$ cat src/shared/cit_pkg.sv
// Operation
// - copy immediate to direct byte is three bytes, three cycles
// - writes to indirect ram take two cycles, one or two bytes
// - loading the 16-bit data pointer is three bytes, three cycles
// - code space reads at acc plus pointer or pc: one byte, three cycles
// - external data reads and writes are one byte, three cycles
// - stack push and pop of a direct byte: two bytes, two cycles
// - swap with bank register one cycle; direct, indirect, nibble two
// - carry ops one byte one cycle; direct bit ops two bytes two cycles
// - carry branches are two bytes, two or three cycles
// - bit branches three bytes, three or four; set variant clears bit
// - short branch is two bytes, three cycles
// - indexed indirect branch is one byte, three cycles
// - accumulator zero branches are two bytes, two or three cycles
// - compare branches three bytes; 3/4 cycles, indirect form 4/5
// - decrement branch: bank reg 2/3 two bytes, direct 3/4 three bytes
// - idle instruction one byte one cycle; 0xA5 behaves the same
// - displacement is signed 8-bit added to next instruction address
// - direct operand below 0x80 is data ram, above is special space
// - indirect address comes only from pointer register 0 or 1
// - bank register operand selects one of eight in current bank
// - page target keeps the 2K page of the next instruction
// - far target is a full 16-bit address
// - bank is chosen by status word bits 3 and 4
// - indirect addresses above 0x7F reach upper data ram
package cit_pkg;
  // single opcodes
  localparam logic [7:0] OP_COPY_DIR_IMM = 8'h75, OP_LOAD_DATA_POINTER_16 = 8'h90,
    OP_CODE_RD_DATA_POINTER_16 = 8'h93, OP_CODE_RD_PC = 8'h83, OP_XDT_RD_DATA_POINTER_16 = 8'hE0,
    OP_XDT_WR_DATA_POINTER_16 = 8'hF0, OP_PUSH = 8'hC0, OP_POP = 8'hD0,
    OP_SWAP_DIR = 8'hC5, OP_ZERO_C = 8'hC3, OP_ZERO_BIT = 8'hC2,
    OP_ONE_C = 8'hD3, OP_ONE_BIT = 8'hD2, OP_INV_C = 8'hB3,
    OP_INV_BIT = 8'hB2, OP_AND_BIT = 8'h82, OP_AND_NBIT = 8'hB0,
    OP_OR_BIT = 8'h72, OP_OR_NBIT = 8'hA0, OP_COPY_C_BIT = 8'hA2,
    OP_COPY_BIT_C = 8'h92, OP_BR_C1 = 8'h40, OP_BR_C0 = 8'h50,
    OP_BR_B1 = 8'h20, OP_BR_B0 = 8'h30, OP_BR_B1CLR = 8'h10,
    OP_FAR_CALL = 8'h12, OP_FAR_BRANCH = 8'h02, OP_SHORT = 8'h80,
    OP_INDEXED = 8'h73, OP_BR_AZ = 8'h60, OP_BR_ANZ = 8'h70,
    OP_CMP_A_DIR = 8'hB5, OP_CMP_A_IMM = 8'hB4, OP_DEC_DIR = 8'hD5,
    OP_IDLE = 8'h00, OP_IDLE_ALT = 8'hA5;
  // pointer register families, opcode bits 7..1
  localparam logic [6:0] OPR_COPY_IND_ACC = 7'h7B, OPR_COPY_IND_DIR = 7'h53,
    OPR_COPY_IND_IMM = 7'h3B, OPR_XDT_RD_IND = 7'h71,
    OPR_XDT_WR_IND = 7'h79, OPR_SWAP_IND = 7'h63, OPR_NIB_SWAP = 7'h6B,
    OPR_CMP_IND = 7'h5B;
  // bank register families, opcode bits 7..3
  localparam logic [4:0] OPN_SWAP_RN = 5'h19, OPN_CMP_RN = 5'h17,
    OPN_DEC_RN = 5'h1B;
  // page target families, opcode bits 4..0
  localparam logic [4:0] OPP_PAGE_CALL = 5'h11, OPP_PAGE_BRANCH = 5'h01;
  // lengths and cycle counts
  localparam logic [1:0] LEN_1 = 2'h1, LEN_2 = 2'h2, LEN_3 = 2'h3;
  localparam logic [2:0] CYC_0 = 3'h0, CYC_1 = 3'h1, CYC_2 = 3'h2,
    CYC_3 = 3'h3, CYC_4 = 3'h4, CYC_5 = 3'h5;
  // field positions
  localparam int PSW_BANK_LO = 3;
  localparam int PSW_BANK_HI = 4;
  localparam int SPACE_BIT   = 7;
  localparam int PAGE_LO     = 11;
  localparam logic [7:0] BYTE_ONE = 8'h01, BYTE_ZERO = 8'h00;
  localparam logic [2:0] BANK_BASE = 3'h0;
endpackage : cit_pkg

$ cat src/rtl/cit_decoder.sv
`timescale 1ns/1ps
module cit_decoder (
  input  wire logic        i_clk,
  input  wire logic        i_resetn,
  input  wire logic        i_ce,
  input  wire logic        i_start,
  input  wire logic [7:0]  i_opcode,
  input  wire logic [7:0]  i_op1,
  input  wire logic [7:0]  i_op2,
  input  wire logic [15:0] i_next_pc,
  input  wire logic [7:0]  i_acc,
  input  wire logic [15:0] i_data_pointer_16,
  input  wire logic        i_carry,
  input  wire logic        i_bit_val,
  input  wire logic [7:0]  i_psw,
  input  wire logic [7:0]  i_r0,
  input  wire logic [7:0]  i_r1,
  input  wire logic [7:0]  i_cmp_val,
  output logic             o_busy,
  output logic             o_done,
  output logic             o_known,
  output logic [1:0]       o_len,
  output logic [2:0]       o_cycles,
  output logic             o_branch,
  output logic             o_taken,
  output logic [15:0]      o_target,
  output logic [7:0]       o_bank_addr,
  output logic [7:0]       o_ind_addr,
  output logic             o_ind_upper,
  output logic             o_direct_sfr,
  output logic             o_clear_bit
);

  // ------------------------------------------------------------
  // length and base timing decode
  // ------------------------------------------------------------
  // returns {known, len, base cycles, conditional}
  function automatic logic [6:0] f_decode(input logic [7:0] op);
    logic [6:0] r;
    r = {1'b0, cit_pkg::LEN_1, cit_pkg::CYC_1, 1'b0};
    if (op[7:1] == cit_pkg::OPR_COPY_IND_ACC)
      r = {1'b1, cit_pkg::LEN_1, cit_pkg::CYC_2, 1'b0};
    else if (op[7:1] == cit_pkg::OPR_COPY_IND_DIR ||
             op[7:1] == cit_pkg::OPR_COPY_IND_IMM)
      r = {1'b1, cit_pkg::LEN_2, cit_pkg::CYC_2, 1'b0};
    else if (op[7:1] == cit_pkg::OPR_XDT_RD_IND ||
             op[7:1] == cit_pkg::OPR_XDT_WR_IND)
      r = {1'b1, cit_pkg::LEN_1, cit_pkg::CYC_3, 1'b0};
    else if (op[7:1] == cit_pkg::OPR_SWAP_IND ||
             op[7:1] == cit_pkg::OPR_NIB_SWAP)
      r = {1'b1, cit_pkg::LEN_1, cit_pkg::CYC_2, 1'b0};
    else if (op[7:1] == cit_pkg::OPR_CMP_IND)
      r = {1'b1, cit_pkg::LEN_3, cit_pkg::CYC_4, 1'b1};
    else if (op[7:3] == cit_pkg::OPN_SWAP_RN)
      r = {1'b1, cit_pkg::LEN_1, cit_pkg::CYC_1, 1'b0};
    else if (op[7:3] == cit_pkg::OPN_CMP_RN)
      r = {1'b1, cit_pkg::LEN_3, cit_pkg::CYC_3, 1'b1};
    else if (op[7:3] == cit_pkg::OPN_DEC_RN)
      r = {1'b1, cit_pkg::LEN_2, cit_pkg::CYC_2, 1'b1};
    else if (op[4:0] == cit_pkg::OPP_PAGE_CALL ||
             op[4:0] == cit_pkg::OPP_PAGE_BRANCH)
      r = {1'b1, cit_pkg::LEN_2, cit_pkg::CYC_3, 1'b0};
    else begin
      case (op)
        cit_pkg::OP_COPY_DIR_IMM,
        cit_pkg::OP_LOAD_DATA_POINTER_16:
          r = {1'b1, cit_pkg::LEN_3, cit_pkg::CYC_3, 1'b0};
        cit_pkg::OP_CODE_RD_DATA_POINTER_16, cit_pkg::OP_CODE_RD_PC,
        cit_pkg::OP_XDT_RD_DATA_POINTER_16, cit_pkg::OP_XDT_WR_DATA_POINTER_16,
        cit_pkg::OP_INDEXED:
          r = {1'b1, cit_pkg::LEN_1, cit_pkg::CYC_3, 1'b0};
        cit_pkg::OP_PUSH, cit_pkg::OP_POP, cit_pkg::OP_SWAP_DIR,
        cit_pkg::OP_ZERO_BIT, cit_pkg::OP_ONE_BIT, cit_pkg::OP_INV_BIT,
        cit_pkg::OP_AND_BIT, cit_pkg::OP_AND_NBIT, cit_pkg::OP_OR_BIT,
        cit_pkg::OP_OR_NBIT, cit_pkg::OP_COPY_C_BIT,
        cit_pkg::OP_COPY_BIT_C:
          r = {1'b1, cit_pkg::LEN_2, cit_pkg::CYC_2, 1'b0};
        cit_pkg::OP_ZERO_C, cit_pkg::OP_ONE_C, cit_pkg::OP_INV_C,
        cit_pkg::OP_IDLE, cit_pkg::OP_IDLE_ALT:
          r = {1'b1, cit_pkg::LEN_1, cit_pkg::CYC_1, 1'b0};
        cit_pkg::OP_BR_C1, cit_pkg::OP_BR_C0, cit_pkg::OP_BR_AZ,
        cit_pkg::OP_BR_ANZ:
          r = {1'b1, cit_pkg::LEN_2, cit_pkg::CYC_2, 1'b1};
        cit_pkg::OP_BR_B1, cit_pkg::OP_BR_B0, cit_pkg::OP_BR_B1CLR,
        cit_pkg::OP_CMP_A_DIR, cit_pkg::OP_CMP_A_IMM,
        cit_pkg::OP_DEC_DIR:
          r = {1'b1, cit_pkg::LEN_3, cit_pkg::CYC_3, 1'b1};
        cit_pkg::OP_SHORT:
          r = {1'b1, cit_pkg::LEN_2, cit_pkg::CYC_3, 1'b0};
        cit_pkg::OP_FAR_CALL:
          r = {1'b1, cit_pkg::LEN_3, cit_pkg::CYC_4, 1'b0};
        cit_pkg::OP_FAR_BRANCH:
          r = {1'b1, cit_pkg::LEN_3, cit_pkg::CYC_4, 1'b0};
        default:
          r = {1'b0, cit_pkg::LEN_1, cit_pkg::CYC_1, 1'b0};
      endcase
    end
    return r;
  endfunction : f_decode

  // ------------------------------------------------------------
  // branch condition and target
  // ------------------------------------------------------------
  logic [6:0]  dec;
  logic        br;
  logic        tk;
  logic [15:0] tgt;
  logic [15:0] rel1;
  logic [15:0] rel2;
  logic        clr;

  // signed displacement onto next instruction address
  assign rel1 = i_next_pc + {{8{i_op1[7]}}, i_op1};
  assign rel2 = i_next_pc + {{8{i_op2[7]}}, i_op2};

  // decide taken and destination for each branching opcode
  always_comb begin
    dec = f_decode(i_opcode);
    br  = 1'b0;
    tk  = 1'b0;
    tgt = i_next_pc;
    clr = 1'b0;
    if (i_opcode[7:1] == cit_pkg::OPR_CMP_IND ||
        i_opcode[7:3] == cit_pkg::OPN_CMP_RN) begin
      br  = 1'b1;
      tk  = (i_cmp_val != i_op1);
      tgt = rel2;
    end else if (i_opcode[7:3] == cit_pkg::OPN_DEC_RN) begin
      br  = 1'b1;
      tk  = (i_cmp_val != cit_pkg::BYTE_ONE);
      tgt = rel1;
    end else if (i_opcode[4:0] == cit_pkg::OPP_PAGE_CALL ||
                 i_opcode[4:0] == cit_pkg::OPP_PAGE_BRANCH) begin
      br  = 1'b1;
      tk  = 1'b1;
      tgt = {i_next_pc[15:cit_pkg::PAGE_LO], i_opcode[7:5],
             i_op1};
    end else begin
      case (i_opcode)
        cit_pkg::OP_BR_C1: begin
          br = 1'b1; tk = i_carry; tgt = rel1;
        end
        cit_pkg::OP_BR_C0: begin
          br = 1'b1; tk = !i_carry; tgt = rel1;
        end
        cit_pkg::OP_BR_B1: begin
          br = 1'b1; tk = i_bit_val; tgt = rel2;
        end
        cit_pkg::OP_BR_B1CLR: begin
          br = 1'b1; tk = i_bit_val; tgt = rel2;
          clr = i_bit_val;
        end
        cit_pkg::OP_BR_B0: begin
          br = 1'b1; tk = !i_bit_val; tgt = rel2;
        end
        cit_pkg::OP_SHORT: begin
          br = 1'b1; tk = 1'b1; tgt = rel1;
        end
        cit_pkg::OP_INDEXED: begin
          br = 1'b1; tk = 1'b1; tgt = i_data_pointer_16 + {8'h00, i_acc};
        end
        cit_pkg::OP_BR_AZ: begin
          br = 1'b1; tk = (i_acc == cit_pkg::BYTE_ZERO); tgt = rel1;
        end
        cit_pkg::OP_BR_ANZ: begin
          br = 1'b1; tk = (i_acc != cit_pkg::BYTE_ZERO); tgt = rel1;
        end
        cit_pkg::OP_CMP_A_DIR: begin
          br = 1'b1; tk = (i_acc != i_cmp_val); tgt = rel2;
        end
        cit_pkg::OP_CMP_A_IMM: begin
          br = 1'b1; tk = (i_acc != i_op1); tgt = rel2;
        end
        cit_pkg::OP_DEC_DIR: begin
          br = 1'b1; tk = (i_cmp_val != cit_pkg::BYTE_ONE); tgt = rel2;
        end
        cit_pkg::OP_FAR_CALL, cit_pkg::OP_FAR_BRANCH: begin
          br = 1'b1; tk = 1'b1; tgt = {i_op1, i_op2};
        end
        default: begin
          br = 1'b0;
        end
      endcase
    end
  end

  // ------------------------------------------------------------
  // sequencing
  // ------------------------------------------------------------
  typedef enum logic {ST_IDLE, ST_EXEC} cit_state_t;
  cit_state_t  state, next_state;
  logic        accept;
  logic [2:0]  cnt, next_cnt, cyc;
  logic        next_busy, next_done;

  assign accept = i_start && !o_busy;
  // conditional ops add one cycle only when taken
  assign cyc = dec[3:1] + {2'h0, dec[0] & tk};

  // count out the instruction's cycles
  always_comb begin
    next_state = state;
    next_cnt   = cnt;
    next_busy  = o_busy;
    next_done  = o_done;
    case (state)
      ST_IDLE: begin
        if (accept) begin
          next_state = ST_EXEC;
          next_cnt   = cyc - cit_pkg::CYC_1;
          next_busy  = 1'b1;
          next_done  = (cyc == cit_pkg::CYC_1);
        end
      end
      ST_EXEC: begin
        next_cnt  = (cnt == cit_pkg::CYC_0) ? cnt : cnt - cit_pkg::CYC_1;
        next_done = (cnt == cit_pkg::CYC_1);
        if (cnt == cit_pkg::CYC_0) begin
          next_state = ST_IDLE;
          next_busy  = 1'b0;
        end
      end
      default: begin
        next_state = ST_IDLE;
        next_busy  = 1'b0;
        next_done  = 1'b0;
      end
    endcase
  end

  // sequencer registers
  always_ff @(posedge i_clk or negedge i_resetn) begin
    if (!i_resetn) begin
      state  <= ST_IDLE;
      cnt    <= cit_pkg::CYC_0;
      o_busy <= 1'b0;
      o_done <= 1'b0;
    end else if (i_ce) begin
      state  <= next_state;
      cnt    <= next_cnt;
      o_busy <= next_busy;
      o_done <= next_done;
    end
  end

  // ------------------------------------------------------------
  // decoded results, held until the next accepted instruction
  // ------------------------------------------------------------
  logic [7:0] ind_a;
  assign ind_a = i_opcode[0] ? i_r1 : i_r0;

  // result registers load on accept
  always_ff @(posedge i_clk or negedge i_resetn) begin
    if (!i_resetn) begin
      o_known      <= 1'b0;
      o_len        <= cit_pkg::LEN_1;
      o_cycles     <= cit_pkg::CYC_0;
      o_branch     <= 1'b0;
      o_taken      <= 1'b0;
      o_target     <= 16'h0000;
      o_bank_addr  <= 8'h00;
      o_ind_addr   <= 8'h00;
      o_ind_upper  <= 1'b0;
      o_direct_sfr <= 1'b0;
      o_clear_bit  <= 1'b0;
    end else if (i_ce && accept) begin
      o_known      <= dec[6];
      o_len        <= dec[5:4];
      o_cycles     <= cyc;
      o_branch     <= br;
      o_taken      <= tk;
      o_target     <= tgt;
      o_bank_addr  <= {cit_pkg::BANK_BASE,
        i_psw[cit_pkg::PSW_BANK_HI:cit_pkg::PSW_BANK_LO],
        i_opcode[2:0]};
      o_ind_addr   <= ind_a;
      o_ind_upper  <= ind_a[cit_pkg::SPACE_BIT];
      o_direct_sfr <= i_op1[cit_pkg::SPACE_BIT];
      o_clear_bit  <= clr;
    end
  end

  // ------------------------------------------------------------
  // checks
  // ------------------------------------------------------------
  logic go;
  assign go = i_ce && accept;
endmodule : cit_decoder

$ cat config.mk
export PLATFORM = sky130hd
export DESIGN_NAME = cit_decoder
export DESIGN_NICKNAME = d
export VERILOG_FILES = /design/src/shared/cit_pkg.sv /design/src/rtl/cit_decoder.sv
export SDC_FILE = /design/constraint.sdc
export NUM_CORES = 1
export LEC_CHECK = 0
export BUFFER_PORTS_ARGS = -buffer_cell sky130_fd_sc_hd__buf_2
export CAP_MARGIN = 25
export CORE_ASPECT_RATIO = 1.1
export CORE_MARGIN = 1
export CORE_UTILIZATION = 50
export DETAILED_ROUTE_END_ITERATION = 10
export PLACE_DENSITY = 0.8
export SETUP_SLACK_MARGIN = 0.5
export SKIP_CTS_REPAIR_TIMING = 1
export SLEW_MARGIN = 20
export SYNTH_ARGS = -nofsm -noshare
export SYNTH_HDL_FRONTEND = slang
export SYNTH_SLANG_ARGS = --single-unit
export TNS_END_PERCENT = 50
$ cat constraint.sdc
create_clock -name i_clk -period 3.36 [get_ports i_clk]
set_clock_uncertainty 0.05 [all_clocks]
set_input_delay 0.168 -clock i_clk [delete_from_list [all_inputs] [get_ports i_clk]]
set_output_delay 0.168 -clock i_clk [all_outputs]
set_load 0.01 [all_outputs]
## After elaboration in Yosys (flattened, before gate mapping)

Index checks and enable logic that the tools add are counted.

| storage, ports and cells | value |
|---|---|
| bits in registers | 46 |
| bits of input ports | 102 |
| output and inout port bits | 45 |
| word-level logic and storage cells | 147 |

| operators by class | value |
|---|---|
| add/subtract/negate cells | 6 |
| eq/ne operators | 58 |
| mux-type cells | 38 |
| bitwise logic cells | 2 |
| reductions and logical operators | 28 |

Operator list:

| kind | count |
|---|---|
| 8-bit equality test (second input constant) | 24 |
| 16-bit case mux with 4 select lines | 1 |
| 7-bit 2-to-1 mux | 9 |
| 8-bit by 7-bit equality test with 1-bit output (second input constant) | 7 |
| 7-bit case mux with 8 select lines | 1 |
| 7-bit equality test (second input constant) | 7 |
| 16-bit 2-to-1 mux | 3 |
| 16-bit adder | 2 |
| 8-bit != test | 3 |
| 5-bit equality test (second input constant) | 4 |
| 16-bit by 8-bit adder with 16-bit output | 1 |
| 8-bit by 5-bit equality test with 1-bit output (second input constant) | 2 |
| 8-bit by 6-bit equality test with 1-bit output (second input constant) | 2 |
| 8-bit logical NOT | 2 |
| 1-bit 2-to-1 mux | 16 |
| 5-bit OR reduction | 3 |
| 14-bit OR reduction | 1 |
| 12-bit OR reduction | 1 |
| 1-bit case mux with 10 select lines | 1 |
| 8-bit by 2-bit equality test with 1-bit output (second input constant) | 1 |
| 8-bit 2-to-1 mux | 1 |
| 8-bit by 1-bit != test with 1-bit output (second input constant) | 1 |
| 8-bit nonzero test | 1 |
| 4-bit OR reduction | 2 |
| 20 further kinds | 36 |

## Depth between registers and ports, before layout

Gate-level depths: netlist (run 1).

| logic depth | value |
|---|---|
| depth in word-level cells | 17 |
| gate-level depth with buffers | 18 |
| gate-level depth less buffers | 16 |

## Worst setup path after synthesis (run 1)

No wires, ideal clock.

| timing path | value |
|---|---|
| path kind | input-to-reg |
| start | input port i_opcode[7] |
| end | register cnt[2] |
| setup time | 124 ps |
| data arrival time | 3259 ps |
| required time | 3186 ps |
| path slack | -72 ps |
| stages | 18 |
| buffers on the path | 2 |
| cell sequence | buf_2 > buf_2 > nand4b_1 > nor3_2 > nand3_1 > a22o_1 > o311ai_1 > a32oi_1 > nor2_1 > a21oi_1 > ha_1 > ha_1 > inv_1 > ha_1 > xnor2_1 > o21ai_1 > o21ai_0 > a211o_1 |

| between the ends | value |
|---|---|
| word-level cells in the longest chain between the ends | 17 |
| elaborated cells between the ends (all ways) | 80 |
| classes of those cells | 2 x add/sub; 47 x eq/ne; 16 x mux; 1 x bitwise; 14 x reduce/logical |

Ends and longest elaborated chain:

| what | RTL line | text |
|---|---|---|
| from (decl) | cit_decoder.sv:7 | `input wire logic [7:0] i_opcode,` |
| 8-bit equality test, or another cell as far along | cit_decoder.sv:64 | `case (op)` |
| 12-bit OR reduction, or another cell as far along | cit_decoder.sv:64 |  |
| 7-bit case mux with 8 select lines | cit_decoder.sv:64 |  |
| 7-bit 2-to-1 mux | cit_decoder.sv:60 | `else if (op[4:0] == cit_pkg::OPP_PAGE_CALL \|\|` |
| 7-bit 2-to-1 mux | cit_decoder.sv:58 | `else if (op[7:3] == cit_pkg::OPN_DEC_RN)` |
| 7-bit 2-to-1 mux | cit_decoder.sv:56 | `else if (op[7:3] == cit_pkg::OPN_CMP_RN)` |
| 7-bit 2-to-1 mux | cit_decoder.sv:54 | `else if (op[7:3] == cit_pkg::OPN_SWAP_RN)` |
| 7-bit 2-to-1 mux | cit_decoder.sv:52 | `else if (op[7:1] == cit_pkg::OPR_CMP_IND)` |
| [... 2 more ...] | n/a |  |
| 7-bit 2-to-1 mux | cit_decoder.sv:43 | `else if (op[7:1] == cit_pkg::OPR_COPY_IND_DIR \|\|` |
| 7-bit 2-to-1 mux | cit_decoder.sv:41 | `if (op[7:1] == cit_pkg::OPR_COPY_IND_ACC)` |
| 1-bit bitwise AND | cit_decoder.sv:198 | `assign cyc = dec[3:1] + {2'h0, dec[0] & tk};` |
| 3-bit by 1-bit adder with 3-bit output (*) | cit_decoder.sv:198 |  |
| net cyc[1] | cit_decoder.sv:193 | `logic [2:0] cnt, next_cnt, cyc;` |
| 3-bit by 1-bit subtractor with 3-bit output (*) | cit_decoder.sv:210 | `next_cnt = cyc - cit_pkg::CYC_1;` |
| 3-bit 2-to-1 mux (*) | cit_decoder.sv:208 | `if (accept) begin` |
| 3-bit case mux with 2 select lines (*) | cit_decoder.sv:206 | `case (state)` |
| to (signal assigned) | cit_decoder.sv:235 | `cnt <= cit_pkg::CYC_0;` |
| to (signal assigned) | cit_decoder.sv:240 | `cnt <= next_cnt;` |
| to (decl) | cit_decoder.sv:193 |  |

Mark *: on every way through the listed nets, which the timed path passes. The rest lies on a longest branch. The select of a mux whose other input is x is not followed.
A chain may end at the register's enable or synchronous reset.

## Worst setup path after layout (run 1)

| timing path | value |
|---|---|
| start | input port i_cmp_val[4] |
| end | register cnt[2] |

| between the ends | value |
|---|---|
| word-level cells in the longest chain between the ends | 10 |
| elaborated cells between the ends (all ways) | 12 |
| classes of those cells | 2 x add/sub; 3 x eq/ne; 6 x mux; 1 x bitwise |

Ends and longest elaborated chain:

| what | RTL line | text |
|---|---|---|
| from (decl) | cit_decoder.sv:18 | `input wire logic [7:0] i_cmp_val,` |
| 8-bit by 1-bit != test with 1-bit output or 8-bit != test (tied branches) | cit_decoder.sv:130, cit_decoder.sv:175, cit_decoder.sv:169 |  |
| 1-bit case mux with 10 select lines | cit_decoder.sv:139 | `case (i_opcode)` |
| 1-bit 2-to-1 mux | cit_decoder.sv:132 | `end else if (i_opcode[4:0] == cit_pkg::OPP_PAGE_CALL \|\|` |
| 1-bit 2-to-1 mux | cit_decoder.sv:128 | `end else if (i_opcode[7:3] == cit_pkg::OPN_DEC_RN) begin` |
| 1-bit 2-to-1 mux (*) | cit_decoder.sv:123 | `if (i_opcode[7:1] == cit_pkg::OPR_CMP_IND \|\|` |
| 1-bit bitwise AND (*) | cit_decoder.sv:198 |  |
| 3-bit by 1-bit adder with 3-bit output (*) | cit_decoder.sv:198 |  |
| net cyc[1] | cit_decoder.sv:193 |  |
| 3-bit by 1-bit subtractor with 3-bit output (*) | cit_decoder.sv:210 |  |
| 3-bit 2-to-1 mux (*) | cit_decoder.sv:208 |  |
| 3-bit case mux with 2 select lines (*) | cit_decoder.sv:206 |  |

Marked as above.

==> results.sh, run 1 <==
export IMPL_crit_path_end="cnt[2]"
export IMPL_clkLatencyLatePin_ps=280
export IMPL_cp_buffers_inverters=3
export IMPL_die_w_um=103
export IMPL_max_freq_mhz=307
export IMPL_worstMarginPinSlew_ps=809
export IMPL_antenna_found_initial=0
export IMPL_yosys_area_top_type_share=0.197
export IMPL_die_area_sq_mm=0.0116
export IMPL_place_inst=1042
export IMPL_root_buffer="clkbuf_16"
export IMPL_grt_max_degree=59
export IMPL_num_vias=6664
export IMPL_power_density_mw_per_mm2=415
export IMPL_rsz0062_at_grt="true"
export IMPL_n_antenna_cell=0
export IMPL_hold_class="in2reg"
export IMPL_path_max_fanout=3
export IMPL_design_area_sq_mm=0.00722
export IMPL_track_usage=0.330
export IMPL_timing_final_ws_setup_ps=104
export IMPL_worstSetupPathType="in2reg"
export IMPL_grt_pass1_vias=6176
export IMPL_drive_gt1_frac=0.291
export IMPL_end_kind="flip-flop"
export IMPL_path_depth=18
export IMPL_cp_slowest_cell="or4_4"
export IMPL_ys_ff_latch=45
export IMPL_synth_cell_types=74
export IMPL_multi_input_area_sq_mm=0.00437
export IMPL_initial_utilization=0.511
export IMPL_maxCapViolations=0
export IMPL_grt_pass1_wl_um=29800
export IMPL_r2r_start="o_busy"
export IMPL_p_leak_nw=3.37
export IMPL_synth_warnings=0
export IMPL_fp_row_count=40
export IMPL_cp_common_cell="ha_4"
export IMPL_setup_viol=0
export IMPL_layout_common_cells="buf_2 (134), nand2_1 (81), buf_4 (79)"
export IMPL_dp_hpwl_um=15200
export IMPL_register_area_sq_mm=0.00113
export IMPL_coreArea_sq_mm=0.0109
export IMPL_die_y_um=113
export IMPL_place_ws_ps=-248
export IMPL_clk_pin_slew_ps=60
export IMPL_ys_seq_area_frac=0.202
export IMPL_yosys_top_cells_area="dfrtp_1 (20%), ha_1 (10%), o21ai_0 (5.5%)"
export IMPL_cp_start_kind="input port"
export IMPL_rr_endpoint="o_known"
export IMPL_area_delta_synth_final_pct=29.5
export IMPL_r2r_slack_ps=1250
export IMPL_period_share=0.969
export IMPL_yosysTopAreaCell="dfrtp_1"
export IMPL_nFillCells=958
export IMPL_async_flop_share=1.00
export IMPL_reg2regPathDepth=5
export IMPL_hold_depth=3
export IMPL_ys_flop_type="dfrtp_1"
export IMPL_boundaryPins=147
export IMPL_final_cells=1054
export IMPL_wl_per_cell_um=18.2
export IMPL_grt_overflow=0
export IMPL_final_hold_viol_count=0
export IMPL_mappedNetlistArea_sq_mm=0.00558
export IMPL_io_buffers=137
export IMPL_hp_start="i_psw[4]"
export IMPL_finalMaxSlewViolations=0
export IMPL_final_net_count=1056
export IMPL_drc=0
export IMPL_worstPathRequired_ps=3480
export IMPL_synth_edf_count=0
export IMPL_wirelength_um=19200
export IMPL_drt_vias_per_instance=6.32
export IMPL_crit_arrival_ps=3380
export IMPL_cp_top_family="simple AND/OR/NAND/NOR gates"
export IMPL_ir_drop_mv=0.284
export IMPL_cpPeakStageDelay_ps=520
export IMPL_postRouteAntennaNets=0
export IMPL_max_slew_margin=0.460
export IMPL_final_common_cell="buf_2"
export IMPL_fin_crit_ps=3260
export IMPL_postSynthCellCount=721
export IMPL_drtIter0Drc=630
export IMPL_first_pass_iters=8
export IMPL_path_cells="buf_2 -> or4_4 -> nor4b_2 -> buf_4 -> nor4_4 -> nor4_2 -> and3_4 -> a32oi_2 -> nor2_2 -> a21oi_2 -> ha_4 -> ha_4 -> inv_4 -> ha_4 -> xnor2_2 -> o21ai_2 -> o21ai_1 -> a211o_1"
export IMPL_cts_buffers=5
export IMPL_numClockSinks=45
export IMPL_cts_path_max_buffers=2
export IMPL_fin_util=0.662
export IMPL_status="completed"
export IMPL_avgSynthCellArea_sq_um=7.73
export IMPL_place_area_sq_mm=0.00689
export IMPL_cts_htree_levels=2
export IMPL_gp_congestion=0.983
export IMPL_cts_tree="yes"
export IMPL_critical_path_startpoint="i_cmp_val[4]"
==> metrics by stage <==
step	setup TNS [ps]	total power [mW]	hold WS, ps
floorplan	0	1.86	-178
global placement	-247	2.42	309
detailed placement	-450	2.46	315
CTS	0	2.96	19.6
global route	0	3.22	30.5
finish	0	3.00	19.8
==> final cells by class <==
type / count / area share
Sequential cell: 45 / 0.156
Tap cell: 147 / 0.0255
Inverter: 23 / 0.0123
Timing Repair Buffer: 216 / 0.179
Clock inverter: 2 / 0.00191
Clock buffer: 6 / 0.0192
Multi-Input combinational cell: 615 / 0.606
==> routing by layer <==
layer | wire length [um] | global-route usage
met1 | 7560 | 0.420
met2 | 8910 | 0.542
met3 | 1730 | 0.0482
met4 | 1010 | 0.158
met5 | 0 | 0
==> worst register-to-register path: cells and delay by family, from the launching register on <==
| kind | cells | cell delay, ps |
|---|---|---|
| and+or+nand+nor | 3 | 860 |
| DFF | 1 | 420 |
| AOI/OAI and AO/OA | 1 | 340 |
| buffers and inverters | 1 | 320 |
==> worst min path at each step <==
stage                      to  slack, ps
3_3_place_gp   o_bank_addr[3]        310
4_1_cts        o_bank_addr[4]         20
6_report       o_bank_addr[4]         20
5_1_grt        o_bank_addr[4]         30
2_1_floorplan          cnt[0]       -180
3_5_place_dp   o_bank_addr[4]        310
==> cells in the mapped netlist, drive strengths merged, types with 8 or more instances <==
library cell,count
buf,18
o211ai,10
a21oi,52
a221oi,13
xnor2,24
nand3,14
a21o,13
nand2,81
mux2i,12
dfrtp,44
ha,45
nor2,46
xor2,33
a211oi,14
nor4,14
o21a,9
clkbuf,22
inv,23
o21ai,70
nor3,24
a221o,8
a31oi,9
o22ai,10
==> power by group <==
part           total, mW  leakage (nW)  internal [mW]  switching, mW
Combinational       1.53          2.75          0.664          0.866
Clock              0.499        0.0768          0.296          0.204
Sequential         0.970         0.542          0.797          0.173
Total               3.00          3.37           1.76           1.24
==> cells by family after synthesis <==
logic type	synth area share
simple gates	0.209
xor+xnor	0.0895
fa+ha+maj	0.112
buf+inv	0.0480
flops	0.202
mux	0.0256
compound gates	0.314
other cells	0.000673
==> registers in the layout (all words and copies together) (netlist names) <==
name and flops:
o_cycles 3, o_bank_addr 5, o_len 2, o_target 16
o_taken 1, o_busy 1, state 1, o_ind_addr 8
o_done 1, o_clear_bit 1, cnt 3, o_known 1
o_direct_sfr 1, o_branch 1
No activity file was read; power rests on OpenSTA's default activity.
==> run 2: changes to the inputs <==
SETUP_SLACK_MARGIN = 0.4   (was 0.5)
SKIP_CTS_REPAIR_TIMING = default   (was 1)
==> results.sh, run 2 (same netlist as run 1, synthesis figures left out) <==
export IMPL_layout_common_cells="buf_2 (135), nand2_1 (81), buf_4 (80)"
export IMPL_worstPathRequired_ps=3480
export IMPL_drc=0
export IMPL_final_cells=1056
export IMPL_worstMarginPinSlew_ps=787
export IMPL_power_density_mw_per_mm2=417
export IMPL_path_max_fanout=3
export IMPL_clkLatencyLatePin_ps=280
export IMPL_die_w_um=103
export IMPL_end_kind="flip-flop"
export IMPL_numClockSinks=45
export IMPL_final_common_cell="buf_2"
export IMPL_wl_met3_um=1620
export IMPL_grt_max_degree=59
export IMPL_wl_per_cell_um=17.9
export IMPL_antenna_found_initial=0
export IMPL_worstSetupPathType="in2reg"
export IMPL_r2r_start="o_busy"
export IMPL_root_buffer="clkbuf_16"
export IMPL_crit_path_end="cnt[2]"
export IMPL_n_antenna_cell=0
export IMPL_final_hold_viol_count=0
export IMPL_rsz0062_at_grt="true"
export IMPL_max_freq_mhz=305
export IMPL_wirelength_um=18900
export IMPL_drt_met1_wl_um=7540
export IMPL_p_leak_nw=3.36
export IMPL_status="completed"
export IMPL_rr_endpoint="o_known"
export IMPL_place_inst=1042
export IMPL_first_pass_iters=6
export IMPL_dp_hpwl_um=15200
export IMPL_r2r_slack_ps=1260
export IMPL_met2_wirelength_um=8770
export IMPL_place_ws_ps=-248
export IMPL_gp_congestion=0.983
export IMPL_largest_reg_flops=16
export IMPL_cts_htree_levels=2
export IMPL_max_slew_margin=0.475
export IMPL_fin_crit_ps=3270
export IMPL_cp_start_kind="input port"
export IMPL_clk_pin_slew_ps=60
export IMPL_initial_utilization=0.511
export IMPL_reg_top3="o_target: 16 flops, o_ind_addr: 8 flops, o_bank_addr: 5 flops"
export IMPL_ir_drop_mv=0.284
export IMPL_io_buffers=137
export IMPL_setup_viol=0
export IMPL_drt_vias_per_instance=6.23
export IMPL_cts_buffers=5
export IMPL_area_delta_synth_final_pct=28.6
export IMPL_timing_final_ws_setup_ps=85.4
export IMPL_top_layer="met4"
export IMPL_final_net_count=1058
export IMPL_grt_pass1_wl_um=30200
export IMPL_grt_overflow=0
export IMPL_coreArea_sq_mm=0.0109
export IMPL_top_register="o_target"
export IMPL_holdWs_ps=18.3
export IMPL_reg2regPathDepth=5
export IMPL_power_mw=2.99
export IMPL_period_share=0.975
export IMPL_hold_class="in2reg"
export IMPL_fp_row_count=40
export IMPL_fin_util=0.657
export IMPL_grt_pass1_vias=6209
export IMPL_num_vias=6574
export IMPL_finalMaxSlewViolations=0
export IMPL_crit_arrival_ps=3400
export IMPL_die_y_um=113
export IMPL_drtIter0Drc=628
export IMPL_drive_gt1_frac=0.284
export IMPL_maxCapViolations=0
export IMPL_postRouteAntennaNets=0
export IMPL_track_usage=0.333
export IMPL_critical_path_startpoint="i_opcode[1]"
export IMPL_hold_depth=3
export IMPL_cts_path_max_buffers=2
export IMPL_die_area_sq_mm=0.0116
export IMPL_boundaryPins=147
export IMPL_cts_tree="yes"
-- run 2: metrics by stage --
step	area (sq um)	TNS [ps]
final	7170	0
after global routing	7170	-83.7
after CTS	7140	0
after detailed placement	6890	-450
after global placement	6890	-247
after floorplan	5660	0
-- run 2: how the worst min path moves through the flow --
| stage | from | endpoint | slack [ps] |
|---|---|---|---|
| 2_1_floorplan | i_resetn | cnt[0] | -180 |
| 3_3_place_gp | i_psw[3] | o_bank_addr[3] | 310 |
| 3_5_place_dp | i_psw[4] | o_bank_addr[4] | 310 |
| 4_1_cts | i_psw[4] | o_bank_addr[4] | 20 |
| 5_1_grt | i_psw[4] | o_bank_addr[4] | 30 |
| 6_report | i_psw[4] | o_bank_addr[4] | 20 |
-- run 2: power by group --
group,leakage [nW],total (mW),internal [mW],switching [mW]
sequential,0.542,0.971,0.797,0.173
combinational,2.74,1.52,0.663,0.860
clock,0.0768,0.499,0.296,0.204
-- run 2: repair_timing --
| item | in CTS | in global routing |
|---|---|---|
| endpoints found under the setup margin | 4 | 6 |
| resized for setup | 11 | 3 |
| setup buffers | 4 | 1 |
| hold buffers | 0 | 1 |
| endpoints found under the hold margin | 0 | 44 |
| pin swaps | 24 | 8 |
-- run 2: area by class of cell --
cell class | count | area [sq um]
tap | 147 | 184
sequential | 45 | 1130
timing repair buffer | 218 | 1310
multi-input combinational | 615 | 4310
clock inverter | 2 | 13.8
fill | 977 | 3740
inverter | 23 | 88.8
clock buffer | 6 | 139
-- run 2: layer usage --
layer | vias to the layer above | global-route usage
met2 | 375 | 0.548
li1 | 3109 | -
met3 | 91 | 0.0469
met5 | - | 0
met1 | 2999 | 0.425
met4 | 0 | 0.156
-- run 2: critical path: stages --
cell	delay (ps)
buf_2	100
or3b_4	420
buf_4	150
o31a_1	260
nor3_2	180
o22ai_1	130
o311ai_2	230
a32oi_1	140
nor2_1	220
a21oi_1	90
ha_2	220
ha_4	270
inv_4	40
ha_4	150
xnor2_2	130
o21ai_2	170
nor3b_1	70
a211o_1	260
==> run 3: changes to the inputs <==
REMOVE_ABC_BUFFERS = 1   (was default)
==> results.sh, run 3 (same netlist as run 1, synthesis figures left out) <==
export IMPL_r2r_start="o_busy"
export IMPL_pwr_share_seq=0.320
export IMPL_drt_vias_per_instance=6.28
export IMPL_first_pass_iters=6
export IMPL_io_buffers=137
export IMPL_drtIter0Drc=728
export IMPL_cts_buffers=5
export IMPL_worstPathRequired_ps=3480
export IMPL_root_buffer="clkbuf_16"
export IMPL_end_kind="flip-flop"
export IMPL_clkLatencyLatePin_ps=290
export IMPL_cts_htree_levels=2
export IMPL_reg2regPathDepth=6
export IMPL_p_switching_mw=1.29
export IMPL_top_register="o_target"
export IMPL_cp_start_kind="input port"
export IMPL_rsz0062_at_grt="true"
export IMPL_cts_path_max_buffers=2
export IMPL_hold_class="in2reg"
export IMPL_comb_power_share=0.508
export IMPL_fp_row_count=40
export IMPL_p_leak_nw=3.37
export IMPL_die_area_sq_mm=0.0116
export IMPL_status="completed"
export IMPL_crit_arrival_ps=3320
export IMPL_finalMaxSlewViolations=0
export IMPL_num_vias=6641
export IMPL_postRouteAntennaNets=0
export IMPL_worstSetupPathType="in2reg"
export IMPL_min_to="o_bank_addr[4]"
export IMPL_gp_congestion=1.01
export IMPL_dp_hpwl_um=15100
export IMPL_wirelength_um=19700
export IMPL_grt_max_degree=46
export IMPL_maxCapViolations=0
export IMPL_grt_overflow=0
export IMPL_antenna_found_initial=0
export IMPL_rr_endpoint="cnt[2]"
export IMPL_wl_per_cell_um=18.7
export IMPL_fin_crit_ps=3200
export IMPL_grt_pass1_wl_um=30700
export IMPL_ir_drop_mv=0.289
export IMPL_numClockSinks=45
export IMPL_initial_utilization=0.511
export IMPL_coreArea_sq_mm=0.0109
export IMPL_worstMarginPinSlew_ps=623
export IMPL_p_clk_frac=0.172
export IMPL_area_delta_synth_final_pct=29.5
export IMPL_p_int_mw=1.75
export IMPL_power_density_mw_per_mm2=421
export IMPL_hp_start="i_psw[4]"
export IMPL_drc=0
export IMPL_n_antenna_cell=0
export IMPL_clk_pin_slew_ps=70
export IMPL_die_y_um=113
export IMPL_fin_util=0.662
export IMPL_track_usage=0.342
export IMPL_grt_pass1_vias=6280
export IMPL_period_share=0.952
export IMPL_switching_share=0.423
export IMPL_drive_gt1_frac=0.289
export IMPL_holdWs_ps=21.6
export IMPL_largest_reg_flops=16
export IMPL_layout_common_cells="buf_2 (133), nand2_1 (80), buf_4 (78)"
export IMPL_r2r_slack_ps=1430
export IMPL_die_w_um=103
export IMPL_setup_viol=0
export IMPL_boundaryPins=147
export IMPL_nFillCells=996
export IMPL_final_common_cell="buf_2"
export IMPL_max_freq_mhz=313
export IMPL_max_slew_margin=0.579
export IMPL_cts_tree="yes"
export IMPL_hold_depth=3
export IMPL_final_net_count=1059
export IMPL_reg_top3="o_target: 16 flops, o_ind_addr: 8 flops, o_bank_addr: 5 flops"
export IMPL_path_max_fanout=5
export IMPL_final_hold_viol_count=0
==> run 3: worst max-delay path, cell delays in order <==
cell	delay, ps
buf_2	110
nand4b_1	270
buf_4	210
nor3_2	150
buf_4	160
mux2i_1	180
o22ai_1	90
o311ai_1	290
a32oi_1	160
nor2_2	180
a21oi_2	50
ha_2	210
ha_4	280
inv_4	40
ha_4	150
xnor2_2	120
o21ai_2	160
o21ai_1	100
a211o_1	260
==> run 3: per-layer routing <==
metal,global-route usage,up-vias,share of wire
met5,0,-,0
met3,0.0599,95,0.11
met2,0.551,430,0.44
met1,0.434,3011,0.39
met4,0.180,0,0.057
li1,-,3105,-
==> run 3: power by group through the flow <==
stage | Combinational [mW] | Sequential, mW | Clock, mW
2_1_floorplan | 0.737 | 1.06 | 0
3_3_place_gp | 1.44 | 0.961 | 0
3_5_place_dp | 1.46 | 0.972 | 0
4_1_cts | 1.51 | 0.963 | 0.533
5_1_grt | 1.71 | 1.00 | 0.552
6_report | 1.54 | 0.972 | 0.524
==> run 3: through the flow <==
stage	setup slack, ps	TNS [ps]	total power [mW]	instance area (sq um)	std cells
final	163	0	3.04	7220	1057
after global routing	45.6	0	3.26	7220	1057
after CTS	140	0	3.01	7130	1054
after detailed placement	-307	-500	2.44	6830	1040
after global placement	-249	-355	2.40	6830	1040
after floorplan	-268	-268	1.80	5400	683
==> run 3: how the worst max path moves through the flow <==
stage,startpoint,endpoint,slack (ps),cells past startpoint
4_1_cts,i_opcode[2],cnt[2],140,18
6_report,i_opcode[6],cnt[2],160,19
3_5_place_dp,i_opcode[3],cnt[2],-310,18
5_1_grt,i_opcode[6],cnt[2],50,19
3_3_place_gp,i_cmp_val[5],cnt[2],-250,18
2_1_floorplan,i_opcode[3],cnt[2],-270,15
==> run 3: repair_timing <==
item,4_1_cts,5_1_grt
hold endpoints to repair,0,44
buffers inserted,6,2
resized for setup,23,12
hold buffers,0,1
pin swaps,15,11
setup endpoints to repair,3,6
==> run 3: cell type report <==
cell class	instances	area (sq um)	share of cell area
Clock buffer	5	125	0.0173
Clock inverter	3	25.0	0.00347
Inverter	23	88.8	0.0123
Multi-Input combinational cell	615	4330	0.599
Sequential cell	45	1130	0.156
Tap cell	147	184	0.0255
Timing Repair Buffer	219	1340	0.186
